`src/common/fcsd_pkg.sv`:
```
package fcsd_pkg;
    localparam logic [7:0] OP_RECAL = 8'h07;
    localparam logic [7:0] OP_SENSE_INT = 8'h08;
    localparam logic [7:0] OP_SEEK = 8'h0F;
    localparam logic [7:0] OP_DUMPREG = 8'h0E;
    localparam logic [7:0] OP_SENSE_DRV = 8'h04;
    localparam logic [7:0] INVALID_STATUS = 8'h80;
    // Primary status: seek end bit and head/drive fields
    localparam int SEEK_END_BIT = 5;
    localparam logic [7:0] ST0_SEEK_END = 8'h20;
    localparam int ST3_TRK0_BIT = 4;
    localparam int ST3_WP_BIT = 6;
    localparam int ST3_RDY_BIT = 5;
    localparam int ST3_TS_BIT = 3;
    localparam int DUMP_LEN = 10;
    localparam int STEP_CYCLES_DEF = 16;
    localparam logic [7:0] SRT_HUT_RST = 8'h00;
    localparam logic [7:0] HLT_ND_RST = 8'h00;
    localparam logic [7:0] SC_EOT_RST = 8'h00;
    localparam logic [7:0] LOCK_PERP_RST = 8'h00;
    localparam logic [7:0] CONF_RST = 8'h00;
    localparam logic [7:0] PRECOMP_TRACK_RST = 8'h00;

    typedef struct packed {
        logic [3:0] step_o;
        logic dir_inward;
        logic [1:0] drive;
        logic head_sel;
    } fcsd_drive_s;

    typedef enum logic [5:0] {
        FCSD_IDLE = 6'h01,
        FCSD_ARG1 = 6'h02,
        FCSD_ARG2 = 6'h04,
        FCSD_MOVE = 6'h08,
        FCSD_RES = 6'h10,
        FCSD_WAIT = 6'h20
    } fcsd_state_e;
endpackage

```
`src/core/fcsd_core.sv`:
```
// Notes on behaviour
// Recalibrate plus drive byte steps head to cylinder zero, then interrupts.
// Sense interrupt returns primary status then present cylinder.
// Seek plus drive byte and target cylinder moves head there.
// Register dump returns four cylinders and stored settings, ten bytes.
// Sense drive status returns one drive status byte, no head motion.
// Unknown opcode does nothing and returns one byte 80h.
// Host writes all command bytes, reads all results before next.
//
// Design decisions made here: the plain strobed port.
module fcsd_core
    import fcsd_pkg::*;
#(
    parameter int STEP_CYCLES = STEP_CYCLES_DEF
) (
    input wire logic mclk_i,
    input wire logic rst_i,
    input wire logic [7:0] wr_data_i,
    input wire logic wr_i,
    input wire logic rd_i,
    input wire logic [3:0] track0_i,
    input wire logic [3:0] wprot_i,
    input wire logic [3:0] ready_i,
    input wire logic [7:0] srt_hut_i,
    input wire logic [7:0] hlt_nd_i,
    input wire logic [7:0] sc_eot_i,
    input wire logic [7:0] lock_perp_i,
    input wire logic [7:0] conf_i,
    input wire logic [7:0] precomp_track_i,
    output logic [7:0] rd_data_o,
    output logic res_avail_o,
    output logic busy_o,
    output logic irq_o,
    output fcsd_drive_s drv_o
);
    fcsd_state_e state_r, state_nxt;
    logic [7:0] op_r, op_nxt;
    logic [7:0] sel_r, sel_nxt;
    logic [7:0] tgt_r, tgt_nxt;
    logic [7:0] pcyl_r [4];
    logic [7:0] pcyl_nxt [4];
    logic [7:0] res_r [DUMP_LEN];
    logic [7:0] res_nxt [DUMP_LEN];
    logic [3:0] res_cnt_r, res_cnt_nxt;
    logic [3:0] res_idx_r, res_idx_nxt;
    logic [7:0] st0_r, st0_nxt;
    logic irq_r, irq_nxt;
    logic [15:0] tmr_r, tmr_nxt;
    logic step_r, step_nxt;
    logic dir_r, dir_nxt;
    logic [7:0] rd_data_r, rd_data_nxt;
    logic [1:0] ds;

    function automatic int unsigned arg_count(input logic [7:0] op);
        unique case (op)
            OP_RECAL, OP_SENSE_DRV: arg_count = 1;
            OP_SEEK: arg_count = 2;
            default: arg_count = 0;
        endcase
    endfunction

    assign ds = sel_r[1:0];

    always_comb begin
        state_nxt = state_r;
        op_nxt = op_r;
        sel_nxt = sel_r;
        tgt_nxt = tgt_r;
        pcyl_nxt = pcyl_r;
        res_nxt = res_r;
        res_cnt_nxt = res_cnt_r;
        res_idx_nxt = res_idx_r;
        st0_nxt = st0_r;
        irq_nxt = irq_r;
        tmr_nxt = tmr_r;
        step_nxt = 1'b0;
        dir_nxt = dir_r;
        rd_data_nxt = rd_data_r;
        unique case (state_r)
            FCSD_IDLE: begin
                if (wr_i) begin
                    op_nxt = wr_data_i;
                    unique case (wr_data_i)
                        OP_RECAL, OP_SEEK, OP_SENSE_DRV: begin
                            state_nxt = FCSD_ARG1;
                        end
                        // Sense interrupt result
                        OP_SENSE_INT: begin
                            res_nxt[0] = st0_r;
                            res_nxt[1] = pcyl_r[st0_r[1:0]];
                            res_cnt_nxt = 4'd2;
                            res_idx_nxt = 4'd0;
                            irq_nxt = 1'b0;
                            state_nxt = FCSD_RES;
                        end
                        // Register dump load
                        OP_DUMPREG: begin
                            for (int i = 0; i < 4; i++) begin
                                res_nxt[i] = pcyl_r[i];
                            end
                            res_nxt[4] = srt_hut_i;
                            res_nxt[5] = hlt_nd_i;
                            res_nxt[6] = sc_eot_i;
                            res_nxt[7] = lock_perp_i;
                            res_nxt[8] = conf_i;
                            res_nxt[9] = precomp_track_i;
                            res_cnt_nxt = 4'(DUMP_LEN);
                            res_idx_nxt = 4'd0;
                            state_nxt = FCSD_RES;
                        end
                        // Invalid opcode answer
                        default: begin
                            res_nxt[0] = INVALID_STATUS;
                            res_cnt_nxt = 4'd1;
                            res_idx_nxt = 4'd0;
                            state_nxt = FCSD_RES;
                        end
                    endcase
                end
            end
            FCSD_ARG1: begin
                if (wr_i) begin
                    sel_nxt = wr_data_i;
                    if (arg_count(op_r) == 2) begin
                        state_nxt = FCSD_ARG2;
                    end else if (op_r == OP_SENSE_DRV) begin
                        // Drive status, head untouched
                        res_nxt[0] = {1'b0, wprot_i[wr_data_i[1:0]],
                            ready_i[wr_data_i[1:0]],
                            track0_i[wr_data_i[1:0]], 1'b1,
                            wr_data_i[2:0]};
                        res_cnt_nxt = 4'd1;
                        res_idx_nxt = 4'd0;
                        state_nxt = FCSD_RES;
                    end else begin
                        // Recalibrate aims at zero
                        tgt_nxt = '0;
                        tmr_nxt = '0;
                        state_nxt = FCSD_MOVE;
                    end
                end
            end
            FCSD_ARG2: begin
                if (wr_i) begin
                    // Seek target taken
                    tgt_nxt = wr_data_i;
                    tmr_nxt = '0;
                    state_nxt = FCSD_MOVE;
                end
            end
            FCSD_MOVE: begin
                // Steps are paced so the drive mechanics can settle
                if (tmr_r != '0) begin
                    tmr_nxt = tmr_r - 16'd1;
                end else if (pcyl_r[ds] == tgt_r) begin
                    // Completion raises interrupt
                    st0_nxt = ST0_SEEK_END | {5'h00, sel_r[2:0]};
                    irq_nxt = 1'b1;
                    state_nxt = FCSD_IDLE;
                end else begin
                    // One step toward target
                    dir_nxt = (tgt_r > pcyl_r[ds]);
                    step_nxt = 1'b1;
                    pcyl_nxt[ds] = (tgt_r > pcyl_r[ds]) ?
                        pcyl_r[ds] + 8'd1 : pcyl_r[ds] - 8'd1;
                    tmr_nxt = 16'(STEP_CYCLES - 1);
                end
            end
            FCSD_RES: begin
                if (rd_i) begin
                    rd_data_nxt = res_r[res_idx_r];
                    res_idx_nxt = res_idx_r + 4'd1;
                    if (res_idx_r + 4'd1 == res_cnt_r) begin
                        state_nxt = FCSD_IDLE;
                    end
                end
            end
            default: begin
                state_nxt = FCSD_IDLE;
            end
        endcase
    end

    always_ff @(posedge mclk_i or posedge rst_i) begin
        if (rst_i) begin
            state_r <= FCSD_IDLE;
            op_r <= '0;
            sel_r <= '0;
            tgt_r <= '0;
            pcyl_r <= '{default: 8'h00};
            res_r <= '{default: 8'h00};
            res_cnt_r <= '0;
            res_idx_r <= '0;
            st0_r <= '0;
            irq_r <= 1'b0;
            tmr_r <= '0;
            step_r <= 1'b0;
            dir_r <= 1'b0;
            rd_data_r <= '0;
        end else begin
            state_r <= state_nxt;
            op_r <= op_nxt;
            sel_r <= sel_nxt;
            tgt_r <= tgt_nxt;
            pcyl_r <= pcyl_nxt;
            res_r <= res_nxt;
            res_cnt_r <= res_cnt_nxt;
            res_idx_r <= res_idx_nxt;
            st0_r <= st0_nxt;
            irq_r <= irq_nxt;
            tmr_r <= tmr_nxt;
            step_r <= step_nxt;
            dir_r <= dir_nxt;
            rd_data_r <= rd_data_nxt;
        end
    end

    assign rd_data_o = rd_data_r;
    assign res_avail_o = (state_r == FCSD_RES);
    assign busy_o = (state_r != FCSD_IDLE);
    assign irq_o = irq_r;
    always_comb begin
        drv_o.step_o = '0;
        drv_o.step_o[ds] = step_r;
        drv_o.dir_inward = dir_r;
        drv_o.drive = ds;
        drv_o.head_sel = sel_r[2];
    end
endmodule

```
`config.mk`:
```
export PLATFORM = sky130hd
export DESIGN_NAME = fcsd_core
export DESIGN_NICKNAME = d
export VERILOG_FILES = /design/src/common/fcsd_pkg.sv /design/src/core/fcsd_core.sv
export SDC_FILE = /design/constraint.sdc
export NUM_CORES = 1
export LEC_CHECK = 0
export ABC_AREA = 1
export BUFFER_PORTS_ARGS = -buffer_cell sky130_fd_sc_hd__buf_2
export CAP_MARGIN = 20
export CORE_ASPECT_RATIO = 0.75
export CORE_MARGIN = 2
export CORE_UTILIZATION = 30
export DETAILED_ROUTE_END_ITERATION = 7
export GPL_TIMING_DRIVEN = 1
export PLACE_DENSITY = 0.57
export SLEW_MARGIN = 10
export SYNTH_ARGS = -nofsm -noshare
export SYNTH_HDL_FRONTEND = slang
export SYNTH_SLANG_ARGS = --single-unit
```
`constraint.sdc`:
```
create_clock -name mclk_i -period 9.35 [get_ports mclk_i]
set_input_delay 0.4675 -clock mclk_i [delete_from_list [all_inputs] [get_ports mclk_i]]
set_output_delay 0.4675 -clock mclk_i [all_outputs]
set_load 0.01 [all_outputs]
```
Word level (Yosys, flattened, before mapping)
Index checks and enable logic that the tools add are counted.
- register bits: 176
- latch bits: 0
- memory bits (writable): 0
- bits in read-only memories: 0
- input port bits: 72
- output and inout bits: 19
- word-level logic and storage cells: 174
- memories kept: 0
- $add $sub $neg: 4
- multipliers: 0
- div/mod/pow operators: 0
- order comparisons: 8
- equal/unequal tests: 30
- shifts and indexed selects: 0
- multiplexer cells: 76
- bitwise gates (word level): 6
- reduce and logical (&&, ||, !) cells: 24
- operators by type and width (kind ; count):
    $mux 8 ; 15
    $mux 16 ; 6
    $mux 80 ; 1
    $mux 32 ; 2
    $mux 64 ; 1
    $mux 6 ; 8
    $pmux 16 s3 ; 1
    $pmux 8 s2 ; 3
    $mux 4 ; 10
    $bmux 8 s2 ; 2
    $bmux 8 s4 ; 1
    $bwmux 32 ; 1
    $eq 32x2->1 const B ; 1
    $eq 8x3->1 const B ; 4
    $eq 8x4->1 const B ; 4
    $pmux 6 s5 ; 1
    $pmux 4 s3 ; 2
    $pmux 8 s3 ; 1
    $ne 2x2->1 const B ; 10
    $demux 8 s2 ; 1
    $reduce_bool 16->1 ; 1
    $sub 16x1->16 const B ; 1
    $reduce_and 7->1 ; 2
    $reduce_and 3->1 ; 4
    other kinds (38) ; 65

Longest topological paths before layout
Gate-level depths: netlist of the first run.
- depth in word-level cells: 9
- depth in mapped cells: 26
- mapped depth without buffers: 25

Worst setup path after synthesis of the first run
OpenSTA, ideal clock, no wires.
- path kind: flip-flop to flip-flop
- start: reg sel_r[0]
- end: reg pcyl_r[15] (netlist name)
- library setup time: 0.118 ns
- arrival: 3.147 ns
- required time: 9.232 ns
- slack: 6.085 ns
- cell stages (with the launch flop): 23
- buffers on the path: 1
- clock period less this slack: 3.265 ns
- cell sequence: dfrtp_1 buf_4 nor2_1 inv_1 o22ai_1 a21oi_1 o21a_1 ha_1 nand2_1 nor2_1 nand4_1 nand2_1 ha_1 nand2_1 a21oi_1 nor2b_1 nand2_1 nand2_1 nand2_1 inv_1 nand2_1 nand3_1 nand2_1
- cells in the longest elaborated chain, start to end: 7
- elaborated cells on any way between the ends: 17
- those cells by class: 2 x add/sub; 3 x order compare; 1 x eq/ne; 7 x mux; 2 x bitwise; 2 x reduce/logical
- RTL lines (element ; line ; RTL):
    from (decl) ; fcsd_core.sv:38 ; logic [7:0] sel_r, sel_nxt;
    from (signal assigned) ; fcsd_core.sv:203 ; sel_r <= sel_nxt;
    $not 2->3 (*) ; fcsd_core.sv:155, fcsd_core.sv:164, fcsd_core.sv:165 ;
    $bmux 8 s2 ; fcsd_core.sv:155, fcsd_core.sv:164, fcsd_core.sv:165 ;
    $mux 8 (implied by the code) (2 in a row) ; fcsd_core.sv:155, fcsd_core.sv:164, fcsd_core.sv:165 ;
    $sub 8x1->8 (tied with other cells) ; fcsd_core.sv:165 ; pcyl_r[ds] + 8'd1 : pcyl_r[ds] - 8'd1;
    $mux 8 / $not 1->1 (equally long branches) ; - ;
    $bwmux 32 / $reduce_and 3->1 (equally long branches) ; - ;
    to (signal assigned) ; fcsd_core.sv:205 ; pcyl_r <= pcyl_nxt;
    to (decl) ; fcsd_core.sv:40 ; logic [7:0] pcyl_r [4];
Mark *: on every way between the ends. The rest lies on a longest branch, timed or not. The select of a mux whose other input is x is not followed.
A chain may end at the register's enable or synchronous reset.

Worst setup path in the final report of the first run
- start: reg sel_r[0]
- end: reg pcyl_r[20] (netlist name)
Same word-level chain as after synthesis.

==> metrics.yaml, run 1 <==
wl_met1_um: 14350
detail_route.first_pass.iterations: 5
p_int_mw: 1.421
portbufs: 90
synthesis.area_um2: 9280
power.ir.vdd_worst_uv: 135.5
synth.top_cells.by_count: "nand2_1, dfrtp_1, inv_1"
hpwlAfterDp_um: 19370
grt_pass1_vias: 7436
ys.flop_type: "dfrtp_1"
max_cap_viol_count: 0
die_height_um: 156.3
maxUsedRoutingLayer: "met4"
synthSimpleGateAreaFrac: 0.2156
fin_nets: 1291
die-area_um2: 32370
dr.first_iter.drc_count: 668
synthTopCellsByArea: "dfrtp_1, nand2_1, o21ai_0, inv_1, mux2_1"
synth_seq_area_share: 0.4693
synth_adder_area_share: 0.02373
final-instance-count-excl-fill: 1614
cts.hold.buffers_added: 0
worst_setup_hold_path_clk_slew_ns: 0.07
power_density_nw_per_um2: 198.2
numClockSinks: 174
worst-endpoint-required_ns: 9.66
routed-via-count: 7975
yosys_register_bits: 174
setup_repair_after_global_routing_missed_its_margin: "no"
numPlacedInstances: 1581
post_drt_wl_per_cell_um: 16.32
finalCriticalPeriod_ns: 3.771
p_leak_nw: 5.093
combPwrFrac: 0.228
seq_power_share: 0.418
initial_standard_cell_utilization_of_the_core: 0.3065
cts.path.max_buffers: 2
yosys_warnings: 0
grt_use_total: 0.1673
antenna_found_initial: 0
post_synth.cell_area_avg_um2: 8.227
routed_wl_um: 26340
post-route-period-util: 0.4033
synth_cells: 1128
cts-root-buf: "clkbuf_16"
wl_met2_um: 10250
clock-skew-final_ns: 0.01256
hold_path.class: "in -> async"
max_clock_freq_ghz: 0.2652
synth-compound-area-share: 0.1614
power.switching_mw: 0.6992
grt_pass1_wl_um: 42370
timing.final.hold_violations: 0
tns_ns: 0
cts-buffers-inserted: 17
antenna_violating_nets_post_route: 0
rr_endpoint: "pcyl_r[20]$_DFFE_PP0P_"
routed-wl-met3_um: 1408
reg2reg_slack_ns: 5.58
post-route-drc-count: 0
synthDominantCellAreaShare: 0.4665
critPathLaunchType: "flop"
slew_headroom: 0.3349
setup_violations: 0
flow.area_growth_from_synthesis_pct: 15.28
avgViaCountPerCell: 4.941
postCtsSetupRepairBufs: 0
transition_time_at_the_pin_with_the_least_slew_margin_ns: 0.9976
worstSetupPathType: "reg -> reg"
power.share.clock: 0.354
synthMuxAreaShare: 0.04463
cts_resized: 0
synth_async_sr_flop_share: 1.000
synthesis.nets: 1217
setup_crit_end_kind: "flop"
status: "finished clean"
chipWidth_um: 207.1
grt_overflow_total: 0
post_route_cells_drive_above_1_share: 0.1457
top_level_ports: 91
synth-edff-count: 0
ff2ff_path_depth: 16
clock_tree_from_tritoncts: "done"
r2r_start: "sel_r[0]$_DFFE_PP0P_"
rows: 55
cts.htree.levels: 4
worst_ep_arrival_time_ns: 4.08
finalWeightedCongestion: 0.9030
crit_path_max_fanout: 9
fp.coreArea_um2: 30280
whs_ns: 0.06634
swShare: 0.3297
synth_largest_area_cell: "dfrtp_1"
grt_start_max_net_pins: 109
clk_latency_worst_skew_pair_ns: 0.45
combinational_family_with_the_most_area_after_synthesis: "simple AND/OR/NAND/NOR gates"
synthMostInstantiatedCell: "nand2_1"
antennaDiodeCount: 0
netlist-cell-type-count: 45
final-max-slew-violation-count: 0
yosys.area_share.xor_xnor: 0.008494
==> state kept, by name (all words and copies together), names as in the netlist, 4 cells and up <==
register and flops:
res_r 80, op_r 8, tgt_r 8, st0_r 4, rd_data_o 8, pcyl_r 32, tmr_r 16, state_r 5
res_idx_r 4
==> routing by layer <==
metal  vias up  track usage
met5         -            0
li1       3900            -
met2       204       0.2187
met4         0      0.04626
met3        24      0.03492
met1      3847       0.2689
==> cell type report <==
| class | instances | area [um^2] |
|---|---|---|
| fill | 3178 | 19580 |
| sequential | 174 | 4355 |
| multi-input combinational | 782 | 4212 |
| timing repair buffer | 95 | 508.0 |
| inverter | 132 | 503.0 |
| tap | 399 | 499.2 |
| clock buffer | 22 | 494.2 |
| clock inverter | 10 | 126.4 |
==> kinds of logic (layout without fill, tap and decap cells) <==
kind of cell	count (synthesis)	count (layout)
AO/OA/AOI/OAI	278	278
XOR/XNOR	9	9
adder cells (fa/ha/maj)	17	17
buffers and inverters	172	259
flip-flops	174	174
multiplexers	37	37
AND/OR/NAND/NOR	441	441
==> through the flow <==
stage	utilization	power (mW)	worst slack [ns]	instance area, um^2
5_1_grt	0.3533	2.236	5.098	10700
4_1_cts	0.3524	2.133	5.585	10670
2_1_floorplan	-	1.207	4.167	9280
3_3_place_gp	0.3319	1.374	5.794	10050
6_report	0.3533	2.121	5.579	10700
3_5_place_dp	0.3319	1.380	5.631	10050
==> worst max-delay path by stage <==
stage / cells past startpoint / startpoint / to
after global placement: 16 / sel_r[0]$_DFFE_PP0P_ / pcyl_r[20]$_DFFE_PP0P_
after global routing: 18 / sel_r[0]$_DFFE_PP0P_ / pcyl_r[6]$_DFFE_PP0P_
after floorplan: 1 / rst_i / dir_r$_DFFE_PP0P_
final: 16 / sel_r[0]$_DFFE_PP0P_ / pcyl_r[20]$_DFFE_PP0P_
after detailed placement: 16 / sel_r[0]$_DFFE_PP0P_ / pcyl_r[28]$_DFFE_PP0P_
after CTS: 16 / sel_r[0]$_DFFE_PP0P_ / pcyl_r[20]$_DFFE_PP0P_
==> cells in the final DEF, fill, tap and decap left out, types with 17 or more instances in the layout <==
cell         n
a21oi_1     74
buf_2       90
clkbuf_16   17
dfrtp_1    173
inv_1      120
mux2_1      35
nand2_1    225
nand3_1     47
nand4_1     20
nor2_1     104
o21ai_0    118
o21ai_1     34
==> power by group through the flow <==
| stage | registers [mW] | clock network, mW | logic (mW) |
|---|---|---|---|
| 3_3_place_gp | 0.898 | 0 | 0.476 |
| 6_report | 0.886 | 0.751 | 0.484 |
| 3_5_place_dp | 0.899 | 0 | 0.481 |
| 5_1_grt | 0.896 | 0.795 | 0.545 |
| 4_1_cts | 0.886 | 0.763 | 0.485 |
| 2_1_floorplan | 0.895 | 0 | 0.311 |
==> critical path: stages (launching register included) <==
cell and delay [ns]:
dfrtp_1 0.49, nor2_1 0.24, inv_1 0.21, o22ai_1 0.16, a21oi_1 0.06, o21a_1 0.13, ha_1 0.27, nand2_1 0.06
nor2_1 0.14, nand4_1 0.26, nand2_1 0.39, ha_1 0.36, nand2_1 0.09, nand2_1 0.07, a31oi_1 0.17, xor2_1 0.39
o21ai_1 0.14
Power figures use the tool's default switching activity.
==> inputs of run 2 (changes only) <==
--- a/config.mk
+++ b/config.mk
@@ -13,7 +13,7 @@
 export CORE_UTILIZATION = 30
 export DETAILED_ROUTE_END_ITERATION = 7
 export GPL_TIMING_DRIVEN = 1
-export PLACE_DENSITY = 0.57
+export PLACE_DENSITY = 0.59
 export SLEW_MARGIN = 10
 export SYNTH_ARGS = -nofsm -noshare
 export SYNTH_HDL_FRONTEND = slang
==> constraint.sdc (replaced) <==
create_clock -name mclk_i -period 3.09 [get_ports mclk_i]
set_input_delay 0.1545 -clock mclk_i [delete_from_list [all_inputs] [get_ports mclk_i]]
set_output_delay 0.1545 -clock mclk_i [all_outputs]
set_load 0.01 [all_outputs]
==> run 2 against run 1 <==
The flow now finishes with violations (negative setup slack). Sequential cell count is the same. Sequential power grew to 3.0 times the previous value. Maximum frequency grew 21%. Die area is the same. Worst hold slack gained 0.0029 ns. Wire length grew 3.4%. Core utilization grew 4.0 points. Largest cell class is now multi-input gates.
==> metrics.yaml, run 2 (synthesis gave the netlist of run 1 again) <==
clock-skew-final_ns: 0.01009  # -0.002472 ns
grt_overflow_total: 0  # unchanged
clk_latency_worst_skew_pair_ns: 0.43  # -0.02 ns
layout.cells.most_common: "nand2_1"
chipWidth_um: 207.1  # unchanged
swShare: 0.3157  # -0.01398
largest_registers: "res_r x80, pcyl_r x32, tmr_r x16"
setup_crit_end_kind: "flop"
placement.setup.worst_slack_ns: -0.1033  # -5.734 ns
final_core_util: 0.3937  # +0.04037
grt_use_total: 0.1656  # -0.001703
die_height_um: 156.3  # unchanged
hpwlAfterDp_um: 19670  # +1.5%
fp.coreArea_um2: 30280  # unchanged
power_density_nw_per_um2: 554.1  # +180%
hold_path.class: "in -> reg"
grt_start_max_net_pins: 69  # -37%
finalCriticalPeriod_ns: 3.113  # -0.6578 ns
post_drt_wl_per_cell_um: 16.00  # -2.0%
crit_path_max_fanout: 8  # -1
power_mw: 6.605  # +210%
worst_ep_arrival_time_ns: 3.43  # -0.65 ns
numClockSinks: 174  # unchanged
post_route_cells_drive_above_1_share: 0.2017  # +0.05601
timing.final.hold_violations: 0  # unchanged
top_level_ports: 91  # unchanged
largest_reg_flops: 80  # unchanged
grt_pass1_vias: 7793  # +4.8%
power.ir.vdd_worst_uv: 517.5  # +280%
cp_cell_sequence: "inv_2, nand2_4, o22ai_2, a21oi_2, o21a_1, ha_4, nand2_4, nor2_4, nand4_1, nand2_8, buf_4, buf_4, ha_4, a21oi_2, nand2_4, inv_2, nand2_4, nand3_2, nand2_1"
routed-via-count: 8432  # +5.7%
max_clock_freq_ghz: 0.3212  # +21%
worst_slack_ns: -0.02301  # -5.602 ns
detail_route.first_pass.iterations: 5  # unchanged
cts.path.max_buffers: 2  # unchanged
antenna_violating_nets_post_route: 0  # unchanged
p_int_mw: 4.520  # +220%
worst_setup_hold_path_clk_slew_ns: 0.07  # about the same
max_flop_register: "res_r"
combPwrFrac: 0.234  # +0.006
numPlacedInstances: 1609  # +1.8%
max_cap_viol_count: 0  # unchanged
setup_repair_after_global_routing_missed_its_margin: "yes"
cts-buffers-inserted: 17  # unchanged
antenna_found_initial: 0  # unchanged
cpLargestDelayFamily: "simple AND/OR/NAND/NOR gates"
critPathLaunchType: "flop"
routed_wl_um: 27240  # +3.4%
fin_nets: 1381  # +7.0%
post-route-period-util: 1.007  # +0.6042
dr.first_iter.drc_count: 700  # +4.8%
final-instance-count-excl-fill: 1703  # +5.5%
p_leak_nw: 5.557  # +9.1%
die-area_um2: 32370  # unchanged
post-route-drc-count: 0  # unchanged
slew_headroom: 0.3646  # +0.02967
power.switching_mw: 2.085  # +200%
transition_time_at_the_pin_with_the_least_slew_margin_ns: 0.9531  # -0.04450 ns
antennaDiodeCount: 0  # unchanged
initial_standard_cell_utilization_of_the_core: 0.3065  # unchanged
portbufs: 90  # unchanged
rows: 55  # unchanged
critical_path.most_common_cell: "nand2_4"
seq_power_share: 0.407  # -0.011
critical-path-max-stage-delay_ns: 0.46  # -0.03 ns
final-max-slew-violation-count: 0  # unchanged
cts.htree.levels: 4  # unchanged
status: "complete, but fails checks"
top_library_cells_by_usage_in_the_layout_fill_and_taps_aside: "nand2_1, dfrtp_1, inv_1"
cts-root-buf: "clkbuf_16"
grt_pass1_wl_um: 42570  # +0.46%
avgViaCountPerCell: 4.951  # +0.20%
failed_checks: "negative setup slack"
cpMaxStageDelayCell: "dfrtp_2"
timing.critical_path.buf_inv: 4  # +3
worstSetupPathType: "reg -> reg"
flow.area_growth_from_synthesis_pct: 28.45
finalWeightedCongestion: 0.9103  # +0.81%
setup_violations: 3  # +3
clock_tree_from_tritoncts: "done"
worst-endpoint-required_ns: 3.40  # -6.26 ns
power.share.clock: 0.359  # +0.005
-- run 2: worst paths after layout --
path	startpoint	to	slack, ns	cells after the start
max	sel_r[1]$_DFFE_PP0P_	pcyl_r[31]$_DFFE_PP0P_	-0.02	19
min	wr_data_i[1]	op_r[1]$_DFFE_PP0P_	0.07	3
max reg2reg	sel_r[1]$_DFFE_PP0P_	pcyl_r[31]$_DFFE_PP0P_	-0.02	19
min reg2reg	st0_r[5]$_DFFE_PP0P_	st0_r[5]$_DFFE_PP0P_	0.45	2
max in group asynchronous	rst_i	state_r[0]$_DFFE_PP1P_	2.05	5
min in group asynchronous	rst_i	tmr_r[3]$_DFFE_PP0P_	0.22	3
-- run 2: repair_timing --
| item | in CTS | in global routing |
|---|---|---|
| setup endpoints to repair | 16 | 24 |
| hold buffers | 54 | 0 |
| setup buffers | 2 | 8 |
| pin swaps | 2 | 18 |
| hold endpoints to repair | 87 | 0 |
| resized for setup | 9 | 60 |
-- run 2: power groups by stage --
stage	Combinational (mW)	Sequential (mW)	Clock (mW)
final	1.54	2.69	2.37
after global routing	1.71	2.72	2.51
after CTS	1.53	2.69	2.41
after detailed placement	1.46	2.73	0
after global placement	1.44	2.72	0
after floorplan	0.945	2.71	0
-- run 2: through the flow --
stage | hold slack [ns] | cell area [um^2] | TNS, ns
finish | 0.06926 | 11920 | -0.04314
global placement | 0.3672 | 10320 | 0
detailed placement | 0.3701 | 10320 | -1.034
global route | 0.07124 | 11920 | -3.344
CTS | 0.05154 | 11570 | 0
floorplan | 0.2755 | 9311 | 0
-- run 2: area by class of cell --
| cell class | count | area (um^2) |
|---|---|---|
| repair buffers | 185 | 1356 |
| multi-input cells | 782 | 4563 |
| inverters | 132 | 506.7 |
| fillers | 3052 | 18360 |
| clock inverters | 10 | 186.4 |
| clock buffers | 21 | 450.4 |
| well taps | 399 | 499.2 |
| flip-flops and latches | 174 | 4358 |
-- run 2: per-layer routing --
metal,up-vias,track usage,share of wire
li1,4068,-,-
met1,4086,0.2529,0.50
met2,265,0.2349,0.42
met3,13,0.04074,0.073
met4,0,0.03163,0.0068
met5,-,0,0
-- run 2: worst reg2reg max path: stages, from the launching register on --
cell	delay, ns
dfrtp_2	0.46
inv_2	0.10
nand2_4	0.10
o22ai_2	0.20
a21oi_2	0.04
o21a_1	0.15
ha_4	0.31
nand2_4	0.06
nor2_4	0.10
nand4_1	0.24
nand2_8	0.21
buf_4	0.14
buf_4	0.12
ha_4	0.23
a21oi_2	0.20
nand2_4	0.09
inv_2	0.07
nand2_4	0.06
nand3_2	0.07
nand2_1	0.06
